**config.mk**
```make
export PLATFORM = sky130hd
export DESIGN_NAME = adp_host_flat
export DESIGN_NICKNAME = d
export VERILOG_FILES = /design/src/rtl/adp_pkg.sv /design/src/rtl/adp_link_if.sv /design/src/rtl/adp_host.sv /design/src/flat_wrapper.sv
export SDC_FILE = /design/constraint.sdc
export NUM_CORES = 1
export LEC_CHECK = 0
export BUFFER_PORTS_ARGS = -buffer_cell sky130_fd_sc_hd__buf_2
export CAP_MARGIN = 20
export CELL_PAD_IN_SITES_DETAIL_PLACEMENT = 0
export CELL_PAD_IN_SITES_GLOBAL_PLACEMENT = 2
export CORE_MARGIN = 4
export CORE_UTILIZATION = 33
export DETAILED_ROUTE_END_ITERATION = 6
export PLACE_DENSITY = 0.88
export SLEW_MARGIN = 30
export SYNTH_ARGS = -nofsm -noshare
export SYNTH_HDL_FRONTEND = slang
export SYNTH_SLANG_ARGS = --single-unit
```
**constraint.sdc**
```tcl
create_clock -name aclk -period 2.6 [get_ports aclk]
set_input_delay 0.52 -clock aclk [delete_from_list [all_inputs] [get_ports aclk]]
set_output_delay 0.52 -clock aclk [all_outputs]
set_load 0.01 [all_outputs]
```
**src/rtl/adp_pkg.sv**
```systemverilog
// shared constants and types for the converter pin-control link
package adp_pkg;
	// device side register addresses
	localparam logic [5:0] ADP_COMM_ADDR = 6'h00;
	localparam logic [5:0] ADP_IO_ADDR = 6'h01;
	localparam int ADP_RW_BIT = 6;
	localparam int ADP_BYTE_BITS = 8;
	// io port register fields
	localparam int ADP_IO_PA_BIT = 7;
	localparam int ADP_IO_PB_BIT = 6;
	localparam int ADP_IO_DIRA_BIT = 5;
	localparam int ADP_IO_DIRB_BIT = 4;
	localparam int ADP_IO_RDY_BIT = 3;
	localparam int ADP_IO_SYNC_BIT = 0;
	localparam logic [7:0] ADP_IO_RST = 8'h30;
	localparam logic [7:0] ADP_IO_WMASK = 8'hf9;
	// pin controls carried to the master clock side
	localparam logic [4:0] ADP_CTL_RST = 5'h06;
	// host register map
	localparam int ADP_AXI_AW = 8;
	localparam logic [7:0] ADP_CMD_OFS = 8'h00;
	localparam logic [7:0] ADP_STAT_OFS = 8'h04;
	localparam logic [7:0] ADP_CFG_OFS = 8'h08;
	localparam int ADP_CMD_RW_BIT = 6;
	localparam int ADP_CMD_WD_LSB = 8;
	localparam int ADP_STAT_BUSY_BIT = 0;
	localparam int ADP_STAT_DONE_BIT = 1;
	localparam int ADP_STAT_RD_LSB = 8;
	localparam int ADP_CFG_FRAMED_BIT = 0;
	localparam int ADP_CFG_RST_BIT = 1;
	localparam logic [1:0] ADP_CFG_RST = 2'h3;
	localparam logic [1:0] ADP_RESP_OKAY = 2'h0;
	localparam logic [1:0] ADP_RESP_SLVERR = 2'h2;
	// timing: half period in host clock cycles, reset tail in serial clock periods
	localparam int ADP_SCLK_HALF = 2;
	localparam logic [1:0] ADP_RST_TAIL = 2'h3;
	typedef enum logic [4:0] {
		ADP_IDLE = 5'b00001,
		ADP_SEL = 5'b00010,
		ADP_LOW = 5'b00100,
		ADP_HIGH = 5'b01000,
		ADP_GAP = 5'b10000
	} adp_hst_t;
endpackage : adp_pkg

```
**src/rtl/adp_link_if.sv**
```systemverilog
// serial link between host controller and converter pins
`timescale 1ns/1ps
interface adp_link_if;
	logic sclk;
	logic cs_n_o;
	logic cs_n_oe;
	logic cs_n;
	logic din;
	logic dout;
	logic rst_pin_n;
	// internal pull-up keeps the device deselected
	assign cs_n = cs_n_oe ? cs_n_o : 1'b1;
	modport host (
		output sclk,
		output cs_n_o,
		output cs_n_oe,
		output din,
		output rst_pin_n,
		input dout
	);
	modport dev (
		input sclk,
		input cs_n,
		input din,
		input rst_pin_n,
		output dout
	);
endinterface : adp_link_if

```
**src/rtl/adp_host.sv**
```systemverilog
// host controller: axi4-lite registers driving the serial link
//
// The AXI4-Lite interface to the registers and the register addresses were chosen for this implementation.
`timescale 1ns/1ps
module adp_host
	import adp_pkg::*;
#(
	parameter int HALF = ADP_SCLK_HALF
)
(
	input wire logic aclk,
	input wire logic aresetn,
	input wire logic [ADP_AXI_AW-1:0] s_axi_awaddr,
	input wire logic s_axi_awvalid,
	output logic s_axi_awready,
	input wire logic [31:0] s_axi_wdata,
	input wire logic [3:0] s_axi_wstrb,
	input wire logic s_axi_wvalid,
	output logic s_axi_wready,
	output logic [1:0] s_axi_bresp,
	output logic s_axi_bvalid,
	input wire logic s_axi_bready,
	input wire logic [ADP_AXI_AW-1:0] s_axi_araddr,
	input wire logic s_axi_arvalid,
	output logic s_axi_arready,
	output logic [31:0] s_axi_rdata,
	output logic [1:0] s_axi_rresp,
	output logic s_axi_rvalid,
	input wire logic s_axi_rready,
	adp_link_if.host link
);

	if (HALF < 2 || HALF > 255)
	begin : g_bad_half
		$error("half period must be 2 to 255");
	end

	typedef struct packed {
		adp_hst_t st;
		logic [7:0] cnt;
		logic [2:0] bitn;
		logic byte1;
		logic [1:0] tail;
		logic [7:0] sh;
		logic [7:0] rx;
		logic [7:0] rdata;
		logic done;
		logic [5:0] addr;
		logic rd;
		logic [7:0] wdat;
		logic framed;
		logic rst_on;
		logic d1;
		logic d2;
		logic sclk;
		logic cs_n;
		logic cs_oe;
		logic din;
		logic aw_ok;
		logic [ADP_AXI_AW-1:0] awa;
		logic w_ok;
		logic [31:0] wd;
		logic [3:0] ws;
		logic bv;
		logic [1:0] br;
		logic rv;
		logic [31:0] rdat;
		logic [1:0] rr;
	} adp_host_st_t;

	adp_host_st_t s_q;
	adp_host_st_t s_d;
	logic busy;
	logic last;
	logic [31:0] v;

	function automatic logic [31:0] adp_merge(
		input logic [31:0] o,
		input logic [31:0] n,
		input logic [3:0] s
	);
		for (int i = 0; i < 4; i++)
		begin
			if (s[i])
			begin
				o[8*i +: 8] = n[8*i +: 8];
			end
		end
		return o;
	endfunction : adp_merge

	assign busy = (s_q.st != ADP_IDLE) || s_q.rst_on || (s_q.tail != 2'h0);
	assign last = (s_q.cnt == 8'(HALF - 1));

	always_comb
	begin
		s_d = s_q;
		v = 32'h0;
		s_d.d1 = link.dout;
		s_d.d2 = s_q.d1;
		// write channels taken in either order
		if (s_axi_awvalid && s_axi_awready)
		begin
			s_d.aw_ok = 1'b1;
			s_d.awa = s_axi_awaddr;
		end
		if (s_axi_wvalid && s_axi_wready)
		begin
			s_d.w_ok = 1'b1;
			s_d.wd = s_axi_wdata;
			s_d.ws = s_axi_wstrb;
		end
		if (s_q.bv && s_axi_bready)
		begin
			s_d.bv = 1'b0;
		end
		if (s_q.aw_ok && s_q.w_ok)
		begin
			s_d.aw_ok = 1'b0;
			s_d.w_ok = 1'b0;
			s_d.bv = 1'b1;
			s_d.br = ADP_RESP_OKAY;
			case (s_q.awa)
				ADP_CMD_OFS:
				begin
					v = adp_merge({16'h0, s_q.wdat, 1'b0, s_q.rd, s_q.addr},
						s_q.wd, s_q.ws);
					if (busy)
					begin
						s_d.br = ADP_RESP_SLVERR;
					end
					else
					begin
						s_d.addr = v[5:0];
						s_d.rd = v[ADP_CMD_RW_BIT];
						s_d.wdat = v[ADP_CMD_WD_LSB +: 8];
						s_d.sh = {1'b0, v[ADP_CMD_RW_BIT], v[5:0]};
						s_d.byte1 = 1'b0;
						s_d.st = ADP_SEL;
					end
				end
				ADP_STAT_OFS:
				begin
					if (s_q.ws[0] && s_q.wd[ADP_STAT_DONE_BIT])
					begin
						s_d.done = 1'b0;
					end
				end
				ADP_CFG_OFS:
				begin
					v = adp_merge({30'h0, s_q.rst_on, s_q.framed},
						s_q.wd, s_q.ws);
					s_d.framed = v[ADP_CFG_FRAMED_BIT];
					s_d.rst_on = v[ADP_CFG_RST_BIT];
				end
				default:
				begin
					s_d.br = ADP_RESP_SLVERR;
				end
			endcase
		end
		if (s_q.rv && s_axi_rready)
		begin
			s_d.rv = 1'b0;
		end
		if (s_axi_arvalid && s_axi_arready)
		begin
			s_d.rv = 1'b1;
			s_d.rr = ADP_RESP_OKAY;
			case (s_axi_araddr)
				ADP_CMD_OFS:
					s_d.rdat = {16'h0, s_q.wdat, 1'b0, s_q.rd, s_q.addr};
				ADP_STAT_OFS:
					s_d.rdat = {16'h0, s_q.rdata, 6'h0, s_q.done, busy};
				ADP_CFG_OFS:
					s_d.rdat = {30'h0, s_q.rst_on, s_q.framed};
				default:
				begin
					s_d.rdat = 32'h0;
					s_d.rr = ADP_RESP_SLVERR;
				end
			endcase
		end
		// serial engine
		case (s_q.st)
			ADP_IDLE:
			begin
				s_d.cs_oe = ~s_q.framed;
				s_d.cs_n = s_q.framed;
				if (s_q.rst_on)
				begin
					s_d.tail = ADP_RST_TAIL;
				end
				// clocks run during and after reset to flush device
				if (s_q.rst_on || s_q.tail != 2'h0)
				begin
					s_d.cnt = s_q.cnt + 8'h1;
					if (last)
					begin
						s_d.cnt = 8'h0;
						s_d.sclk = ~s_q.sclk;
						// count falls so the last high phase stays whole
						if (!s_q.rst_on && s_q.sclk)
						begin
							s_d.tail = s_q.tail - 2'h1;
						end
					end
				end
				else
				begin
					s_d.cnt = 8'h0;
					s_d.sclk = 1'b0;
				end
			end
			ADP_SEL:
			begin
				s_d.cs_oe = 1'b1;
				s_d.cs_n = 1'b0;
				s_d.din = s_q.sh[7];
				s_d.cnt = 8'h0;
				s_d.bitn = 3'h7;
				s_d.st = ADP_LOW;
			end
			ADP_LOW:
			begin
				s_d.cnt = s_q.cnt + 8'h1;
				if (last)
				begin
					s_d.cnt = 8'h0;
					s_d.rx = {s_q.rx[6:0], s_q.d2};
					s_d.sclk = 1'b1;
					s_d.st = ADP_HIGH;
				end
			end
			ADP_HIGH:
			begin
				s_d.cnt = s_q.cnt + 8'h1;
				if (last)
				begin
					s_d.cnt = 8'h0;
					s_d.sclk = 1'b0;
					if (s_q.bitn == 3'h0)
					begin
						s_d.st = ADP_GAP;
					end
					else
					begin
						s_d.bitn = s_q.bitn - 3'h1;
						s_d.sh = {s_q.sh[6:0], 1'b0};
						s_d.din = s_q.sh[6];
						s_d.st = ADP_LOW;
					end
				end
			end
			ADP_GAP:
			begin
				// framed mode raises select between bytes
				s_d.cs_n = s_q.framed;
				s_d.cnt = s_q.cnt + 8'h1;
				if (last)
				begin
					s_d.cnt = 8'h0;
					if (!s_q.byte1)
					begin
						s_d.byte1 = 1'b1;
						s_d.sh = s_q.rd ? 8'h00 : s_q.wdat;
						s_d.st = ADP_SEL;
					end
					else
					begin
						s_d.rdata = s_q.rx;
						s_d.done = 1'b1;
						s_d.st = ADP_IDLE;
					end
				end
			end
			default:
			begin
				s_d.st = ADP_IDLE;
			end
		endcase
		if (!aresetn)
		begin
			s_d = '0;
			s_d.st = ADP_IDLE;
			s_d.cs_n = 1'b1;
			s_d.framed = ADP_CFG_RST[ADP_CFG_FRAMED_BIT];
			s_d.rst_on = ADP_CFG_RST[ADP_CFG_RST_BIT];
		end
	end

	always_ff @(posedge aclk)
	begin
		s_q <= s_d;
	end

	assign s_axi_awready = ~s_q.aw_ok & ~s_q.bv;
	assign s_axi_wready = ~s_q.w_ok & ~s_q.bv;
	assign s_axi_bvalid = s_q.bv;
	assign s_axi_bresp = s_q.br;
	assign s_axi_arready = ~s_q.rv;
	assign s_axi_rvalid = s_q.rv;
	assign s_axi_rdata = s_q.rdat;
	assign s_axi_rresp = s_q.rr;
	assign link.sclk = s_q.sclk;
	assign link.cs_n_o = s_q.cs_n;
	assign link.cs_n_oe = s_q.cs_oe;
	assign link.din = s_q.din;
	assign link.rst_pin_n = ~s_q.rst_on;

endmodule : adp_host

```
**src/flat_wrapper.sv**
```systemverilog
// flat-port wrapper written by rule: the top's interface ports become plain ports
module adp_host_flat import adp_pkg::*;
#(
	parameter int HALF = ADP_SCLK_HALF
)
  (aclk, aresetn, s_axi_awaddr, s_axi_awvalid, s_axi_awready, s_axi_wdata, s_axi_wstrb, s_axi_wvalid, s_axi_wready, s_axi_bresp, s_axi_bvalid, s_axi_bready, s_axi_araddr, s_axi_arvalid, s_axi_arready, s_axi_rdata, s_axi_rresp, s_axi_rvalid, s_axi_rready, link_sclk, link_cs_n_o, link_cs_n_oe, link_din, link_rst_pin_n, link_dout);
  adp_link_if link_i ();
  input wire logic aclk;
  input wire logic aresetn;
  input wire logic [ADP_AXI_AW-1:0] s_axi_awaddr;
  input wire logic s_axi_awvalid;
  output logic s_axi_awready;
  input wire logic [31:0] s_axi_wdata;
  input wire logic [3:0] s_axi_wstrb;
  input wire logic s_axi_wvalid;
  output logic s_axi_wready;
  output logic [1:0] s_axi_bresp;
  output logic s_axi_bvalid;
  input wire logic s_axi_bready;
  input wire logic [ADP_AXI_AW-1:0] s_axi_araddr;
  input wire logic s_axi_arvalid;
  output logic s_axi_arready;
  output logic [31:0] s_axi_rdata;
  output logic [1:0] s_axi_rresp;
  output logic s_axi_rvalid;
  input wire logic s_axi_rready;
  output wire logic [$bits(link_i.sclk)-1:0] link_sclk;
  output wire logic [$bits(link_i.cs_n_o)-1:0] link_cs_n_o;
  output wire logic [$bits(link_i.cs_n_oe)-1:0] link_cs_n_oe;
  output wire logic [$bits(link_i.din)-1:0] link_din;
  output wire logic [$bits(link_i.rst_pin_n)-1:0] link_rst_pin_n;
  input wire logic [$bits(link_i.dout)-1:0] link_dout;
  assign link_sclk = link_i.sclk;
  assign link_cs_n_o = link_i.cs_n_o;
  assign link_cs_n_oe = link_i.cs_n_oe;
  assign link_din = link_i.din;
  assign link_rst_pin_n = link_i.rst_pin_n;
  assign link_i.dout = link_dout;
  adp_host #(.HALF(HALF)) u_core (.aclk(aclk), .aresetn(aresetn), .s_axi_awaddr(s_axi_awaddr), .s_axi_awvalid(s_axi_awvalid), .s_axi_awready(s_axi_awready), .s_axi_wdata(s_axi_wdata), .s_axi_wstrb(s_axi_wstrb), .s_axi_wvalid(s_axi_wvalid), .s_axi_wready(s_axi_wready), .s_axi_bresp(s_axi_bresp), .s_axi_bvalid(s_axi_bvalid), .s_axi_bready(s_axi_bready), .s_axi_araddr(s_axi_araddr), .s_axi_arvalid(s_axi_arvalid), .s_axi_arready(s_axi_arready), .s_axi_rdata(s_axi_rdata), .s_axi_rresp(s_axi_rresp), .s_axi_rvalid(s_axi_rvalid), .s_axi_rready(s_axi_rready), .link(link_i));
endmodule
```
==> impl_metrics.toml <==
[outcome]
status = "completed"

[layout]
stdcell_area_um2 = 5930
diodes = 0
multi_input_area_um2 = 2430
areaGrowthSynthToFinish_pct = 17.0
n_fill_cell = 1516
regArea_um2 = 2260
final_nets = 679
drive_above_1_share_pct = 21.2

[placed_design]
port-buffer-count = 67
place.gp.congestion = 0.813
dp_hpwl_um = 8640
placed_area_um2 = 5360

[clocking]
clock-sinks = 113
cts_resized = 0
cts_buffer_depth = 2
cts-buffers-inserted = 17
h-tree-depth = 4
clk_pin_slew_ps = 60
clockRootBuffer = "clkbuf_16"
post_cts_buffers = 0
tritoncts = "done"
clk_latency_ps = 410
hold_buffers = 0

[setup_path]
worstSetupStartpoint = "u_core.s_q[138]"
r2r_cells = 6
critical_path_arrival_ps = 2650
crit_chain = "ha_1 -> nor4b_1 -> nand2_1 -> or3_1 -> mux2i_1 -> nor2_1"
cp-end-kind = "flip-flop"
worstPathMaxFanout = 10
slowest_stage = "or3_1"
startpoint_type = "flip-flop"
crit_required_ps = 2880
crit_buf_inv = 0
crit_family = "simple AND/OR/NAND/NOR gates"
cp_slowest_stage_delay_ps = 650
rr_startpoint = "u_core.s_q[138]"
worstReg2RegEnd = "u_core.s_q[110]"
reg2reg_slack_ps = 230
worstSetupPathType = "flip-flop to flip-flop"

[drt]
viasPerCell = 4.90
drc = 0
drt_wl_total_um = 11900
ant_nets = 0
drtIter0Drc = 159
wl_per_cell_um = 14.6
dr.pass1.iters = 4
num_vias = 3994

[global_routing]
grt_max_degree = 61
grt_pass1_wl_um = 19800
antenna_found_initial = 0
grt_overflow = 0
gr-usage-all-layers_pct = 13.9
grt_pass1_vias = 3969

[logic_synthesis]
ys.flop_type = "dfxtp_1"
synth.distinct_cells = 56
synth_top_family_by_area = "simple AND/OR/NAND/NOR gates"
synth_seq_cells = 113
synthSimpleGateAreaFrac_pct = 19.3
synth_cells = 567
synth_compound_area_share_pct = 13.7
synthesis.area_um2 = 5070
synth-xor-area-share_pct = 0.691
synth-adder-area-share_pct = 1.23
muxShareOfSynthArea_pct = 11.6
yosysWarnings = 0
async_reset_ff_share_pct = 0
synth.avg_cell_area_um2 = 8.94
seq_area_frac_synth_pct = 44.6
synth-edff-count = 0

[worst_hold_path]
hold_class = "input pin to flip-flop"
whs_path_depth = 2
min_to = "u_core.s_q[89]"
hold_start = "link_dout"

[die]
coreArea_um2 = 15100
die_w_um = 132
start_util_pct = 33.5
dieArea_um2 = 17400
ios = 106
num_rows = 45
die_height_um = 132

[power]
p_per_area_nw_per_um2 = 720
leakage_uw = 0.00263
ir_drop_mv = 0.466

[timing]
maxSlewHeadroom_pct = 60.1
setup_viol = 0
slew_violations = 0
post-route-min-period_ps = 2370
tightest_slew_ps = 599
hold_slack_ps = 320
rsz0062_at_grt = "false"
clock_skew_ps = 6.83
fin_setup_tns_ps = 0
max_freq_mhz = 422
timing.final.hold_violations = 0
finalCritPeriodShare_pct = 91.2

[run]
cap_violations = 0
worst max path at each step:
stage	to	slack (ps)	cells after the start
6_report	u_core.s_q[110]	230	6
2_1_floorplan	u_core.s_axi_rdata[10]	490	5
3_3_place_gp	u_core.s_axi_rdata[12]	240	5
3_5_place_dp	u_core.s_q[110]	180	6
5_1_grt	u_core.s_q[108]	6	6
4_1_cts	u_core.s_q[110]	180	6
cell usage after synthesis (2+ instances only):
cell type / n / area share (%)
o22ai_1: 6 / 0.74
and3_1: 4 / 0.49
nor3_4: 2 / 0.64
inv_1: 11 / 0.81
xor2_1: 2 / 0.35
nor4_2: 2 / 0.49
nand2b_1: 6 / 0.74
nand3_1: 12 / 1.2
ha_1: 5 / 1.2
nand3_2: 2 / 0.39
mux2i_1: 51 / 10
a221oi_1: 2 / 0.35
mux2_2: 7 / 1.6
nor4b_1: 2 / 0.35
a22oi_1: 13 / 1.9
o31ai_1: 4 / 0.59
or3_1: 6 / 0.74
nand2_1: 76 / 5.6
or4_1: 4 / 0.59
o21ai_2: 8 / 1.4
o21ai_0: 14 / 1.4
nand4_1: 2 / 0.25
xnor2_1: 2 / 0.35
buf_4: 38 / 5.6
nor3_1: 5 / 0.49
buf_2: 7 / 0.69
dfxtp_1: 113 / 45
o211ai_1: 2 / 0.30
and2_1: 5 / 0.62
a311oi_1: 2 / 0.35
nor2_1: 55 / 4.1
a211oi_1: 6 / 0.89
a21oi_1: 50 / 4.9
clkbuf_1: 18 / 1.3
nor2b_1: 2 / 0.25
routing by layer:
metal  GRT usage (%)  routed length (um)  vias up
li1                -                   -     2020
met1            18.8                5830     1856
met2            20.9                5230      100
met3            4.16                 650       18
met4            5.54                 228        0
met5               0                   0        -
cell families after synthesis:
| logic type | Yosys count |
|---|---|
| and+or+nand+nor | 197 |
| AOI/OAI and AO/OA | 113 |
| DFF | 113 |
| buffers and inverters | 76 |
| muxes | 58 |
| adders and majority gates | 5 |
| xor gates and xnor gates | 4 |
| other | 1 |
area by class of cell:
type | instances | area share, %
flip-flops and latches | 113 | 38.2
clock inverters | 12 | 1.84
inverters | 11 | 0.696
clock buffers | 20 | 7.70
repair buffers | 75 | 6.67
well taps | 188 | 3.97
multi-input cells | 396 | 41.0
placed cells by master (no fill, tap or decap), drive strengths merged, types with 13 or more instances in the layout:
master  Yosys  final
a21oi      50     50
nand3      14     14
nor2       55     55
clkbuf     18     20
inv        11     13
o21ai      23     23
mux2i      51     51
a22oi      13     13
conb        1     19
dfxtp     113    113
buf        47     75
nand2      76     76
metrics by stage:
stage	std cells	total power, uW	util [%]	worst slack (ps)
final	815	4270	39.1	228
after global routing	815	4430	39.1	5.98
after CTS	815	4300	39.1	184
after detailed placement	783	2120	35.4	182
after global placement	783	2110	35.4	239
after floorplan	585	2040	-	492
worst register-to-register path: stages, from the launching register on:
cell	delay, ps
dfxtp_1	410
ha_1	180
nor4b_1	400
nand2_1	300
or3_1	650
mux2i_1	250
nor2_1	50
registers in the layout, summed over array words and instances (netlist names):
register,count
u_core.link.cs_n_o,1
u_core.link.cs_n_oe,1
u_core.link.din,1
u_core.link.sclk,1
u_core.s_axi_bresp,1
u_core.s_axi_bvalid,1
u_core.s_axi_rdata,15
u_core.s_axi_rresp,1
u_core.s_axi_rvalid,1
u_core.s_q,90
power by group:
group	total (uW)	internal, uW	switching [uW]	leakage [uW]
clock	2190	1360	829	0.000265
sequential	1820	1780	41.3	0.000917
combinational	257	93.9	163	0.00145
Power figures use the tool's default switching activity.
